[config.mk]
export PLATFORM = sky130hd
export DESIGN_NAME = led_brightness_control
export DESIGN_NICKNAME = d
export VERILOG_FILES = /design/src/include/led_pkg.sv /design/src/include/ramp_if.sv /design/src/design/ramp_unit.sv /design/src/design/led_brightness_control.sv
export SDC_FILE = /design/constraint.sdc
export NUM_CORES = 2
export LEC_CHECK = 0
export BUFFER_PORTS_ARGS = -buffer_cell sky130_fd_sc_hd__buf_2
export CAP_MARGIN = 10
export CELL_PAD_IN_SITES_DETAIL_PLACEMENT = 1
export CELL_PAD_IN_SITES_GLOBAL_PLACEMENT = 2
export CORE_MARGIN = 2
export CORE_UTILIZATION = 30
export DETAILED_ROUTE_END_ITERATION = 16
export PLACE_DENSITY = 0.63
export RECOVER_POWER = 25
export SYNTH_ARGS = -nofsm -noshare
export SYNTH_HDL_FRONTEND = slang
export SYNTH_HIERARCHICAL = 1
export SYNTH_SLANG_ARGS = --single-unit
[constraint.sdc]
create_clock -name sys_clk -period 19.77 [get_ports sys_clk]
set_clock_uncertainty 0.2 [all_clocks]
set_input_delay 0.9885 -clock sys_clk [delete_from_list [all_inputs] [get_ports sys_clk]]
set_output_delay 0.9885 -clock sys_clk [all_outputs]
set_load 0.01 [all_outputs]
[src/include/led_pkg.sv]
package led_pkg;

  // =====================================================================
  // sizes
  localparam int NUM_SINKS    = 5;
  localparam int NUM_BANKS    = 4;
  localparam int NUM_PATTERNS = 4;
  localparam int NUM_ZONES    = 5;
  localparam int NUM_BOUNDS   = 4;
  localparam int CODE_W       = 8;
  localparam int FS_W         = 5;
  localparam int FRAC_W       = 16;
  localparam int ZONE_W       = 3;
  localparam int SEL_W        = 3;
  localparam int STEP_W       = 12;

  // =====================================================================
  // timing
  localparam int CLK_PERIOD_NS = 50;
  localparam int RAMP_STEP_NS [8] = '{50, 1000, 2000, 4000,
                                      8000, 16000, 32000, 64000};
  localparam int DUTY_SHIFT_DEF = 8;
  localparam int DUTY_FULL      = 255;

  // =====================================================================
  // reset values and codes
  localparam logic [CODE_W-1:0] CODE_ZERO   = 8'h00;
  localparam logic [CODE_W-1:0] DUTY_RESET  = 8'hff;
  localparam logic [CODE_W-1:0] DUTY_MAX    = 8'hff;
  localparam logic [FRAC_W-1:0] LIN_MULT    = 16'h0101;
  localparam logic [FRAC_W-1:0] FRAC_ZERO   = 16'h0000;
  localparam logic [ZONE_W-1:0] ZONE_RESET  = 3'h0;
  localparam logic [ZONE_W-1:0] ZONE_TOP    = 3'h4;
  localparam logic [STEP_W-1:0] STEP_ZERO   = 12'h000;

  // =====================================================================
  // exponential transfer
  localparam real EXP_BASE = 0.862;
  localparam real EXP_GAIN = 46.6;
  localparam real EXP_DIV  = 5.5;

  typedef logic [FRAC_W-1:0] exp_lut_t [256];

  function automatic exp_lut_t build_exp_lut();
    exp_lut_t t;
    for (int i = 0; i < 256; i++) begin
      t[i] = FRAC_W'($rtoi(65535.0 *
             (EXP_BASE ** (EXP_GAIN * (i + 1) / EXP_DIV))));
    end
    return t;
  endfunction : build_exp_lut

  localparam exp_lut_t EXP_LUT = build_exp_lut();

  function automatic logic [STEP_W-1:0] ramp_step_cycles(
    input logic [SEL_W-1:0] sel);
    int c;
    c = RAMP_STEP_NS[sel] / CLK_PERIOD_NS;
    if (c < 1) begin
      c = 1;
    end
    return STEP_W'(c);
  endfunction : ramp_step_cycles

  typedef enum logic [3:0] {
    RAMP_OFF   = 4'h1,
    RAMP_START = 4'h2,
    RAMP_RUN   = 4'h4,
    RAMP_STOP  = 4'h8
  } ramp_state_e;

endpackage : led_pkg

[src/include/ramp_if.sv]
`timescale 1ns/10ps
`default_nettype none
interface ramp_if;
  import led_pkg::*;
  logic              enable;
  logic [CODE_W-1:0] target;
  logic [SEL_W-1:0]  start_sel;
  logic [SEL_W-1:0]  stop_sel;
  logic [SEL_W-1:0]  up_sel;
  logic [SEL_W-1:0]  down_sel;
  logic [CODE_W-1:0] code;
  logic              active;

  modport ctrl (output enable, target, start_sel, stop_sel, up_sel,
                output down_sel, input code, active);
  modport ramp (input enable, target, start_sel, stop_sel, up_sel,
                input down_sel, output code, active);
endinterface : ramp_if
`default_nettype wire

[src/design/ramp_unit.sv]
`timescale 1ns/10ps
`default_nettype none
module ramp_unit
  import led_pkg::*;
(
  input  wire logic sys_clk,
  input  wire logic arst_n,
  ramp_if.ramp      rif
);

  // =====================================================================
  // ramp state
  ramp_state_e       state_reg;
  ramp_state_e       state_next;
  logic [CODE_W-1:0] code_reg;
  logic [CODE_W-1:0] code_next;
  logic [STEP_W-1:0] cnt_reg;
  logic [STEP_W-1:0] cnt_next;

  wire               going_off = (state_reg == RAMP_STOP) ||
                                 (state_reg == RAMP_OFF);
  wire [CODE_W-1:0]  goal      = going_off ? CODE_ZERO : rif.target;
  wire [SEL_W-1:0]   sel       = (state_reg == RAMP_START) ? rif.start_sel :
                                 (state_reg == RAMP_STOP) ? rif.stop_sel :
                                 (code_reg < goal) ? rif.up_sel :
                                 rif.down_sel;
  wire [STEP_W-1:0]  interval  = ramp_step_cycles(sel);
  wire               tick      = cnt_reg >= (interval - STEP_W'(1));
  wire               at_goal   = code_reg == goal;

  always_comb begin
    state_next = state_reg;
    unique case (state_reg)
      RAMP_OFF:   if (rif.enable) state_next = RAMP_START;
      RAMP_START: begin
        if (!rif.enable) state_next = RAMP_STOP;
        else if (at_goal) state_next = RAMP_RUN;
      end
      RAMP_RUN:   if (!rif.enable) state_next = RAMP_STOP;
      RAMP_STOP:  begin
        if (rif.enable) state_next = RAMP_START;
        else if (at_goal) state_next = RAMP_OFF;
      end
    endcase
  end

  // one code step per interval toward the goal
  always_comb begin
    code_next = code_reg;
    cnt_next  = (tick || at_goal) ? STEP_ZERO : cnt_reg + STEP_W'(1);
    if (tick && !at_goal) begin
      code_next = (code_reg < goal) ? code_reg + CODE_W'(1)
                                    : code_reg - CODE_W'(1);
    end
  end

  always_ff @(posedge sys_clk or negedge arst_n) begin
    if (!arst_n) begin
      state_reg <= RAMP_OFF;
      code_reg  <= CODE_ZERO;
      cnt_reg   <= STEP_ZERO;
    end else begin
      state_reg <= state_next;
      code_reg  <= code_next;
      cnt_reg   <= cnt_next;
    end
  end

  assign rif.code   = code_reg;
  assign rif.active = state_reg != RAMP_OFF;

endmodule : ramp_unit
`default_nettype wire

[src/design/led_brightness_control.sv]
// Function
// - each bank has an 8-bit brightness and 5-bit full-scale setting
// - any of four pattern generators can blink a sink's current
// - any sink can be assigned to any of the four banks
// - sink current from bank code, PWM, ambient light or a mix
// - per-sink anode bit, default 1, puts sink in pump gain loop
// - anode bits decide how the shorted-string fault flag rises
// - each bank picks exponential or linear code-to-current transfer
// - exponential: full scale times 0.862^(46.6(code+1)/5.5) times duty
// - linear: full scale times code/255 times duty
// - eight start-up and eight shutdown times, global to all banks
// - start-up ramps to set point, shutdown ramps to zero
// - level changes ramp with global up-time and down-time choices
// - brightness register sets bank current, scaled by duty if enabled
// - PWM scales current linearly, full duty gives code times scale
// - polarity setting makes PWM active low, low time counts
// - five ambient zones with three target sets
// - four upper and four lower 8-bit zone boundaries, 7.843 mV step
// - zone rises above upper boundary, falls below lower boundary
// - light voltage arrives as 8-bit code, 0xff equals 2 V
// - targets are 8-bit; first set bank one only, others assignable
`timescale 1ns/10ps
`default_nettype none
module led_brightness_control
  import led_pkg::*;
#(
  parameter int DUTY_SHIFT = DUTY_SHIFT_DEF
)
(
  input  wire logic                                  sys_clk,
  input  wire logic                                  arst_n,
  input  wire logic [NUM_BANKS-1:0]                  bank_enable,
  input  wire logic [NUM_BANKS-1:0][CODE_W-1:0]      bank_code,
  input  wire logic [NUM_BANKS-1:0][FS_W-1:0]        bank_full_scale,
  input  wire logic [NUM_BANKS-1:0]                  bank_linear,
  input  wire logic [NUM_BANKS-1:0]                  bank_pwm_en,
  input  wire logic [NUM_BANKS-1:0]                  bank_als_en,
  input  wire logic [NUM_BANKS-1:0]                  bank_third_set,
  input  wire logic [NUM_BANKS-1:0]                  bank_pattern_en,
  input  wire logic [NUM_BANKS-1:0][1:0]             bank_pattern_sel,
  input  wire logic [NUM_SINKS-1:0][1:0]             sink_bank_sel,
  input  wire logic [NUM_SINKS-1:0]                  sink_anode_cp,
  input  wire logic [SEL_W-1:0]                      startup_sel,
  input  wire logic [SEL_W-1:0]                      shutdown_sel,
  input  wire logic [SEL_W-1:0]                      ramp_up_sel,
  input  wire logic [SEL_W-1:0]                      ramp_down_sel,
  input  wire logic                                  pwm_in,
  input  wire logic                                  pwm_active_low,
  input  wire logic [NUM_PATTERNS-1:0]               pattern_level,
  input  wire logic                                  als_enable,
  input  wire logic [CODE_W-1:0]                     adc_code,
  input  wire logic                                  adc_valid,
  input  wire logic [NUM_BOUNDS-1:0][CODE_W-1:0]     zone_high,
  input  wire logic [NUM_BOUNDS-1:0][CODE_W-1:0]     zone_low,
  input  wire logic [NUM_ZONES-1:0][CODE_W-1:0]      primary_zone_target_set,
  input  wire logic [NUM_ZONES-1:0][CODE_W-1:0]      second_zone_target_set,
  input  wire logic [NUM_ZONES-1:0][CODE_W-1:0]      third_zone_target_set,
  input  wire logic [NUM_SINKS-1:0]                  sink_short_det,
  input  wire logic                                  short_fault_clr,
  output logic      [NUM_SINKS-1:0][FRAC_W-1:0]      sink_fraction,
  output logic      [NUM_SINKS-1:0][FS_W-1:0]        sink_full_scale,
  output logic      [NUM_SINKS-1:0]                  charge_pump_loop_sel,
  output logic                                       short_fault,
  output logic      [ZONE_W-1:0]                     als_zone,
  output logic      [CODE_W-1:0]                     pwm_duty
);

  localparam int DW = DUTY_SHIFT + CODE_W;
  localparam logic [DW-1:0] WIN_LAST = DW'((DUTY_FULL << DUTY_SHIFT) - 1);

  // =====================================================================
  // pwm duty measurement
  logic [DW-1:0]     win_reg;
  logic [DW-1:0]     win_next;
  logic [DW-1:0]     high_reg;
  logic [DW-1:0]     high_next;
  logic [CODE_W-1:0] duty_reg;
  logic [CODE_W-1:0] duty_next;

  wire               pwm_act  = pwm_in ^ pwm_active_low;
  wire               win_end  = win_reg == WIN_LAST;
  wire [DW-1:0]      high_sum = high_reg + DW'(pwm_act);

  // active cycles over 255 * 2^shift cycles give duty in 0..255
  assign win_next  = win_end ? '0 : win_reg + DW'(1);
  assign high_next = win_end ? '0 : high_sum;
  assign duty_next = win_end ? CODE_W'(high_sum >> DUTY_SHIFT)
                             : duty_reg;

  always_ff @(posedge sys_clk or negedge arst_n) begin
    if (!arst_n) begin
      win_reg  <= '0;
      high_reg <= '0;
      duty_reg <= DUTY_RESET;
    end else begin
      win_reg  <= win_next;
      high_reg <= high_next;
      duty_reg <= duty_next;
    end
  end

  wire [FRAC_W-1:0] duty_scale = FRAC_W'({8'h00, duty_reg} * LIN_MULT);
  wire              duty_full  = duty_reg == DUTY_MAX;

  // =====================================================================
  // ambient light zone tracking
  logic [ZONE_W-1:0] zone_reg;
  logic [ZONE_W-1:0] zone_next;

  wire [1:0] up_idx   = zone_reg[1:0];
  wire [1:0] down_idx = 2'(zone_reg - ZONE_W'(1));
  // adc code is 8-bit with 0xff at 2 V, compared against the boundaries
  wire zone_up   = (zone_reg != ZONE_TOP) &&
                   (adc_code > zone_high[up_idx]);
  wire zone_down = (zone_reg != ZONE_RESET) &&
                   (adc_code < zone_low[down_idx]);

  // hysteresis: rise only over the high mark, fall only under the low
  assign zone_next = !als_enable ? ZONE_RESET :
                     !adc_valid ? zone_reg :
                     zone_up ? zone_reg + ZONE_W'(1) :
                     zone_down ? zone_reg - ZONE_W'(1) :
                     zone_reg;

  always_ff @(posedge sys_clk or negedge arst_n) begin
    if (!arst_n) begin
      zone_reg <= ZONE_RESET;
    end else begin
      zone_reg <= zone_next;
    end
  end

  // =====================================================================
  // control banks
  logic [NUM_BANKS-1:0][FRAC_W-1:0] bank_frac;

  ramp_if rif [NUM_BANKS] ();

  for (genvar b = 0; b < NUM_BANKS; b++) begin : g_bank
    wire [CODE_W-1:0]   als_tgt;
    wire [CODE_W-1:0]   code;
    wire [FRAC_W-1:0]   map_frac;
    wire [2*FRAC_W-1:0] prod;
    wire [FRAC_W-1:0]   pwm_frac;
    wire                blank;

    // five zones index one of three target sets
    if (b == 0) begin : g_primary
      assign als_tgt = primary_zone_target_set[zone_reg];
    end else begin : g_shared
      assign als_tgt = bank_third_set[b] ?
                       third_zone_target_set[zone_reg] :
                       second_zone_target_set[zone_reg];
    end

    assign rif[b].enable    = bank_enable[b];
    assign rif[b].target    = bank_als_en[b] ? als_tgt
                                             : bank_code[b];
    assign rif[b].start_sel = startup_sel;
    assign rif[b].stop_sel  = shutdown_sel;
    assign rif[b].up_sel    = ramp_up_sel;
    assign rif[b].down_sel  = ramp_down_sel;

    ramp_unit u_ramp (
      .sys_clk (sys_clk),
      .arst_n  (arst_n),
      .rif     (rif[b])
    );

    assign code     = rif[b].code;
    assign map_frac = bank_linear[b] ?
                      FRAC_W'({8'h00, code} * LIN_MULT) :
                      EXP_LUT[code];
    assign prod     = map_frac * duty_scale;
    assign pwm_frac = (!bank_pwm_en[b] || duty_full) ? map_frac
                      : prod[2*FRAC_W-1:FRAC_W];
    assign blank    = bank_pattern_en[b] &&
                      !pattern_level[bank_pattern_sel[b]];
    assign bank_frac[b] = (rif[b].active && !blank) ? pwm_frac
                                                     : FRAC_ZERO;
  end

  // =====================================================================
  // sink mapping and short detection
  logic [NUM_SINKS-1:0][FRAC_W-1:0] frac_reg;
  logic [NUM_SINKS-1:0][FS_W-1:0]   fs_reg;
  logic [NUM_SINKS-1:0]             loop_reg;
  logic [NUM_SINKS-1:0]             short_hit;
  logic                             fault_reg;
  logic                             fault_next;

  for (genvar s = 0; s < NUM_SINKS; s++) begin : g_sink
    wire [1:0] bk = sink_bank_sel[s];

    // only pump-fed sinks with current flowing can flag a short
    assign short_hit[s] = sink_anode_cp[s] && sink_short_det[s] &&
                          (frac_reg[s] != FRAC_ZERO);

    always_ff @(posedge sys_clk or negedge arst_n) begin
      if (!arst_n) begin
        frac_reg[s] <= FRAC_ZERO;
        fs_reg[s]   <= '0;
        loop_reg[s] <= 1'b1;
      end else begin
        frac_reg[s] <= bank_frac[bk];
        fs_reg[s]   <= bank_full_scale[bk];
        loop_reg[s] <= sink_anode_cp[s];
      end
    end
  end

  // a new short wins over a clear in the same cycle
  assign fault_next = (|short_hit) || (fault_reg && !short_fault_clr);

  always_ff @(posedge sys_clk or negedge arst_n) begin
    if (!arst_n) begin
      fault_reg <= 1'b0;
    end else begin
      fault_reg <= fault_next;
    end
  end

  // =====================================================================
  // outputs
  assign sink_fraction        = frac_reg;
  assign sink_full_scale      = fs_reg;
  assign charge_pump_loop_sel = loop_reg;
  assign short_fault          = fault_reg;
  assign als_zone             = zone_reg;
  assign pwm_duty             = duty_reg;

endmodule : led_brightness_control
`default_nettype wire

## Word-level counts from Yosys, hierarchy flattened

Memory sizes are Yosys's and may differ from the RTL's.
Index checks and enable logic that the tools add are counted.
W data, S select, Z words.

- Register bits: 250
- ROM bits: 17408
- Word-level logic and storage cells: 363
- Memories kept: 8

- Add/sub/neg operators: 20
- $mul: 9
- Divide/modulo/power cells: 4
- $lt $le $gt $ge: 34
- Equality and inequality tests: 45
- Multiplexer cells: 135
- Bitwise operators: 9
- Reductions and logical operators: 67

Memories:

| name | words | bits a word | rd ports | clocked after Yosys merged registers in | write ports | line | source |
|---|---|---|---|---|---|---|---|
| (name not given) | 256 | 16 | 1 | 0 | 0 | led_brightness_control.sv:173 | `EXP_LUT[code];` |
| (name not given) | 256 | 16 | 1 | 0 | 0 | led_brightness_control.sv:173 |  |
| (name not given) | 256 | 16 | 1 | 0 | 0 | led_brightness_control.sv:173 |  |
| (name not given) | 256 | 16 | 1 | 0 | 0 | led_brightness_control.sv:173 |  |
| (name not given) | 8 | 32 | 1 | 0 | 0 | led_pkg.sv:58 | `c = RAMP_STEP_NS[sel] / CLK_PERIOD_NS;` |
| (name not given) | 8 | 32 | 1 | 0 | 0 | led_pkg.sv:58 |  |
| 2 more memories | - | - | - | - | - | - |  |

Operator list:

| kind | count |
|---|---|
| $mux W16 | 27 |
| $mux W32 | 8 |
| $bmux W16 S2 | 5 |
| $mux W8 | 20 |
| $div A32 B7 Y32 const B | 4 |
| $lt A32 B2 Y1 const B | 4 |
| $mul A16 B16 Y32 | 4 |
| $mux W12 | 8 |
| $mux W4 | 24 |
| $mul A8 B9 Y16 const B | 5 |
| $reduce_bool A16 Y1 | 5 |
| $bmux W8 S3 | 3 |
| $pmux W4 S4 | 4 |
| $bmux W5 S2 | 5 |
| $add A12 B1 Y12 const B | 4 |
| $ge A12 B12 Y1 | 4 |
| $mux W3 | 16 |
| $sub A12 B1 Y12 const B | 4 |
| $lt A8 B8 Y1 | 5 |
| $ge A9 B9 Y1 const B | 4 |
| $not A8 Y9 | 4 |
| $lt A2 B3 Y1 const B | 11 |
| $add A8 B1 Y8 const B | 4 |
| $bmux W8 S2 | 2 |
| 33 further kinds | 139 |

## Logic depth before layout (Yosys ltp)

- Word-level depth: 20
- Depth in mapped cells: 81
- Gate-level depth less buffers: 74

## By module

The synthesis kept the hierarchy.

Modules (own cells, without submodules):

| module | times used | cells an instance | area each (um^2) | sequential area each (um^2) |
|---|---|---|---|---|
| led_brightness_control | 1 | 4666 | 42632.1 | 3870.0 |
| ramp_unit at g_bank[0].u_ramp ... | 2 | 612 | 4765.8 | 601.8 |
| ramp_unit at g_bank[2].u_ramp | 1 | 568 | 4478.0 | 601.8 |
| ramp_unit at g_bank[3].u_ramp | 1 | 593 | 4463.0 | 601.8 |

## Worst setup path before layout

No wires, ideal clock.

- Kind: register -> register
- Start point: register zone_reg[2], in the netlist als_zone[2]
- End point: register g_bank[3].u_ramp.code_reg[1]
- Setup time: 0.125 ns
- Arrival time: 14.259 ns
- Data required time: 19.445 ns
- Path slack: 5.186 ns
- Cell stages (with the launch flop): 79
- Period minus slack after synthesis: 14.584 ns
- Cells stage by stage: dfrtp_1 > clkbuf_1 > clkbuf_1 > mux2i_1 > nor2_1 > a21oi_1 > o22ai_1 > nand2_1 > o21ai_0 > mux2_2 > nand2_1 > ha_1 > a21oi_1 > o21ai_1 > or3_1 > mux2i_1 > nor2_2 > buf_2 > [43 not listed] > ha_1 > ha_1 > a21o_1 > a21oi_1 > nor2b_1 > o21ai_0 > nand2b_1 > a21oi_1 > nor2b_1 > o21ai_0 > nand2b_1 > a21oi_1 > nor2b_1 > o21ai_0 > nand2b_1 > a21oi_1 > nor2_1 > mux2_2

- Cells in the longest elaborated chain, start to end: 19

RTL lines:

| element | line | source |
|---|---|---|
| start: declaration | led_brightness_control.sv:107 | `logic [ZONE_W-1:0] zone_reg;` |
| start signal: assignment | led_brightness_control.sv:129 | `zone_reg <= zone_next;` |
| $bmux W8 S3, on equally long branches | led_brightness_control.sv:153, led_brightness_control.sv:152 |  |
| $mux W8, on equally long branches | led_brightness_control.sv:153, led_brightness_control.sv:152 |  |
| $mux W8 (*) | led_brightness_control.sv:151 | `assign als_tgt = bank_third_set[b] ?` |
| $mux W8 (*) | led_brightness_control.sv:157 | `assign rif[b].target = bank_als_en[b] ? als_tgt` |
| named net rif[3].target[5] | ramp_if.sv:6 | `logic [CODE_W-1:0] target;` |
| $mux W8 (*) | ramp_unit.sv:22 | `wire [CODE_W-1:0] goal = going_off ? CODE_ZERO : rif.target;` |
| $lt A8 B8 Y1 | ramp_unit.sv:25, ramp_unit.sv:52 |  |
| $mux W3 | ramp_unit.sv:25 | `(code_reg < goal) ? rif.up_sel :` |
| [3 not listed] | - |  |
| $mem_v2 Z8 W32 | - |  |
| $mux W32 (not written as such) (2 in a row) | led_pkg.sv:58 |  |
| $div A32 B7 Y32 | led_pkg.sv:58 |  |
| $lt A32 B2 Y1 | led_pkg.sv:59 | `if (c < 1) begin` |
| $mux W12 | led_pkg.sv:59 |  |
| $sub A12 B1 Y12 | ramp_unit.sv:28 | `wire tick = cnt_reg >= (interval - STEP_W'(1));` |
| $ge A12 B12 Y1 | ramp_unit.sv:28 |  |
| $logic_and A1 B1 Y1 | ramp_unit.sv:51 | `if (tick && !at_goal) begin` |
| end signal: assignment | ramp_unit.sv:64 | `code_reg <= code_next;` |
| end: declaration | ramp_unit.sv:15 | `logic [CODE_W-1:0] code_reg;` |

Mark *: on every way through the listed nets, which the timed path passes. The rest lies on a longest branch. The select of a mux whose other input is x is not followed.
A chain may end at the register's enable or synchronous reset.

## Worst setup path after layout

- Start point: register zone_reg[0], in the netlist als_zone[0]
- End point: register g_bank[3].u_ramp.code_reg[1]

Same word-level chain as after synthesis.

==> results by group <==
Outcome
  • Failing checks: capacitance limit, slew limit
  • Status: finished with violations

Synthesis
  • Syn nets: 8,755
  • Synth top area cells: fa_1, ha_1, dfrtp_1, inv_1, nand2_1
  • Most numerous cell in the Yosys netlist: inv_1
  • Cells after synthesis: 7,051
  • Flops & latches, synth: 250
  • Cell area after synthesis: 0.0611 mm2
  • Top cells by count, synth: inv_1, fa_1, nand2_1, ha_1, nor2_1
  • Share of the synthesized area in the top cell type: 0.254
  • Part of the Yosys area used for sequential elements: 0.103
  • YS warnings: 6
  • Asr flop ratio synth: 1.00
  • Netlist cell types: about 150
  • Syn avg cell area: 8.67 um2
  • Number of flops mapped to enable cells by yosys: 0
  • Top FF cell, synth: dfrtp_1
  • Post-synth top area cell: fa_1

Placed design
  • Port Buf Inserts: 439
  • Hpwl dp: 199,000 um
  • DP Area: 0.0660 mm2
  • Placer Congestion: approximately 0.92

STA
  • Worst slew pin tran: about 4 ns
  • Max_slew headroom: -1.74
  • Hold Vio Cnt, Final: 0
  • Setup TNS: 0 ns
  • Post-layout min period: 17.82 ns
  • RSZ-0062 raised after global routing: no
  • Final Cycle Share: 0.902
  • Max Clk Rate: 0.0561 GHz
  • Pins Over Slew Limit: 317
  • Endpoints failing setup: 0

Floorplan
  • Die H: 455 um
  • Ports: roughly 440
  • Die extent in x: 455 um
  • Die ar.: 0.207 mm2
  • Row count: 165
  • Initial Util: 0.302
  • Std-Cell Core Area: 0.202 mm2

Critical path
  • Setup CP Type: reg2reg
  • Critical path arrival: 18.17 ns
  • R2R Setup Slk: just under 2 ns
  • Worst path max stage delay: 1.03 ns
  • Startpoint types: flop
  • Crit-path leading delay family: simple AND/OR/NAND/NOR gates
  • R2R depth: 72
  • Stages on the worst setup path: 72
  • Critical Path End Type: flop
  • Most Frequent Cell on Critical Path: ha_1
  • CP required: 20.11 ns
  • CP Buf/Inv Count: 6
  • Critical path's slowest cell: dfrtp_4
  • Max FO, Critical Path: 60

GRT
  • Gr busiest metal: met2
  • GR Util met3: 0.0175
  • Total track usage: 0.230
  • Met2 Use GR: 0.405
  • Global Route met1 Usage: 0.290
  • Gr ovfl total: 0
  • First-pass GRT wire length: about 360,000 um
  • Initial antenna violation count: 21
  • Vias in the first global route: 56,900
  • Pin count of the biggest net entering global routing: 76

Layout
  • Multi-input gate area: ~0.049 mm2
  • Nets: around 9,000
  • Post-synthesis to final-layout area growth: 9.85%
  • Reg area: 0.00630 mm2
  • Fraction of layout cells with a size suffix above 1: 0.129
  • Fillers: 24,100
  • Post-Layout Inst Area: approximately 0.067 mm2
  • Max reg flops: 80
  • Util after Layout: 0.332

Clock network
  • # Post-CTS Setup Buffers: 0
  • CTS root buf: clkbuf_16
  • Clk_lat worst skew: 0.66 ns
  • CTS H-tree lvls: 1
  • Clock transition at the registers of the reported paths: approximately 0.080 ns
  • Hold buffers post-CTS: 0
  • TritonCTS Buffers: 31
  • Bufs on Longest Clock Path: 3
  • CTS tree: yes
  • Clk sink count: 250
  • Resized cells post-CTS: 0

Min path
  • Hold path depth: 1
  • Hold Path Class: in2reg

Flow run
  • # Max-Cap Violations: 8

Detailed routing
  • # DRC: 0
  • Antenna violation net count after detailed routing: 0
  • DR vias/cell: 5.20
  • Initial DRC count: 2,298
  • Drt wl/cell: 23.8 um
  • Number of detailed-route iterations in the first pass: 5
  • Vias: roughly 52,000
  • Final wirelength: 239,000 um
[metal layers]
metal	wire (um)	up-vias
met5	21	-
met4	10600	4
met3	6720	263
met2	119000	932
met1	102000	26800
li1	-	24200
[cell type report]
class / count / share of cell area
multi-input combinational: 5233 / 0.728
sequential: 250 / 0.0938
inverter: 1313 / 0.0735
tap: 2672 / 0.0498
timing repair buffer: 496 / 0.0388
clock buffer: 39 / 0.0128
clock inverter: 19 / 0.00341
antenna: 10 / 0.000373
[through the flow]
step	setup slack, ns	hold WS, ns	instances
CTS	1.49	0.0464	10000
floorplan	5.19	0.255	7051
global route	0.309	0.194	10000
detailed placement	1.54	0.282	9964
finish	1.95	0.218	10000
global placement	1.89	0.276	9964
[logic make-up after synthesis]
kind of cell | Yosys count | synth area share
and+or+nand+nor | 2097 | 0.170
buffers and inverters | 1568 | 0.0984
adders and majority gates | 1390 | 0.380
AOI/OAI and AO/OA | 1266 | 0.151
DFF | 250 | 0.103
muxes | 248 | 0.0638
xor gates and xnor gates | 228 | 0.0340
other | 4 | 0.000246
[placed cells by master (no fill, tap or decap), drive strengths merged, types with 29 or more instances in the layout]
cell / instances
o31ai: 37
nor2b: 77
or3: 29
inv: 1306
buf: 484
xnor2: 140
a221oi: 34
nand4: 69
a31oi: 53
mux2i: 76
o21ai: 254
clkbuf: 51
mux4: 103
nor3: 104
a21o: 90
a21oi: 267
and3: 83
ha: 609
nand3: 153
nor4: 54
fa: 776
o22ai: 32
o211ai: 69
mux2: 69
nand2: 753
xor2: 88
dfrtp: 233
and2: 214
nand2b: 49
a211oi: 77
o21a: 47
nor2: 403
[final timing paths]
check,startpoint,to
worst max-delay path,als_zone[0],g_bank[3].u_ramp/rif.code[1]
worst min-delay path,sink_anode_cp[3],charge_pump_loop_sel[3]
worst max register to register,als_zone[0],g_bank[3].u_ramp/rif.code[1]
worst min register to register,win_reg[0],win_reg[0]
max in group asynchronous,arst_n,sink_fraction[69]
min in group asynchronous,arst_n,g_bank[0].u_ramp/state_reg[1]
Power is not shown: default switching activity piles up to over one toggle a cycle in this logic, so the estimate is an artifact.
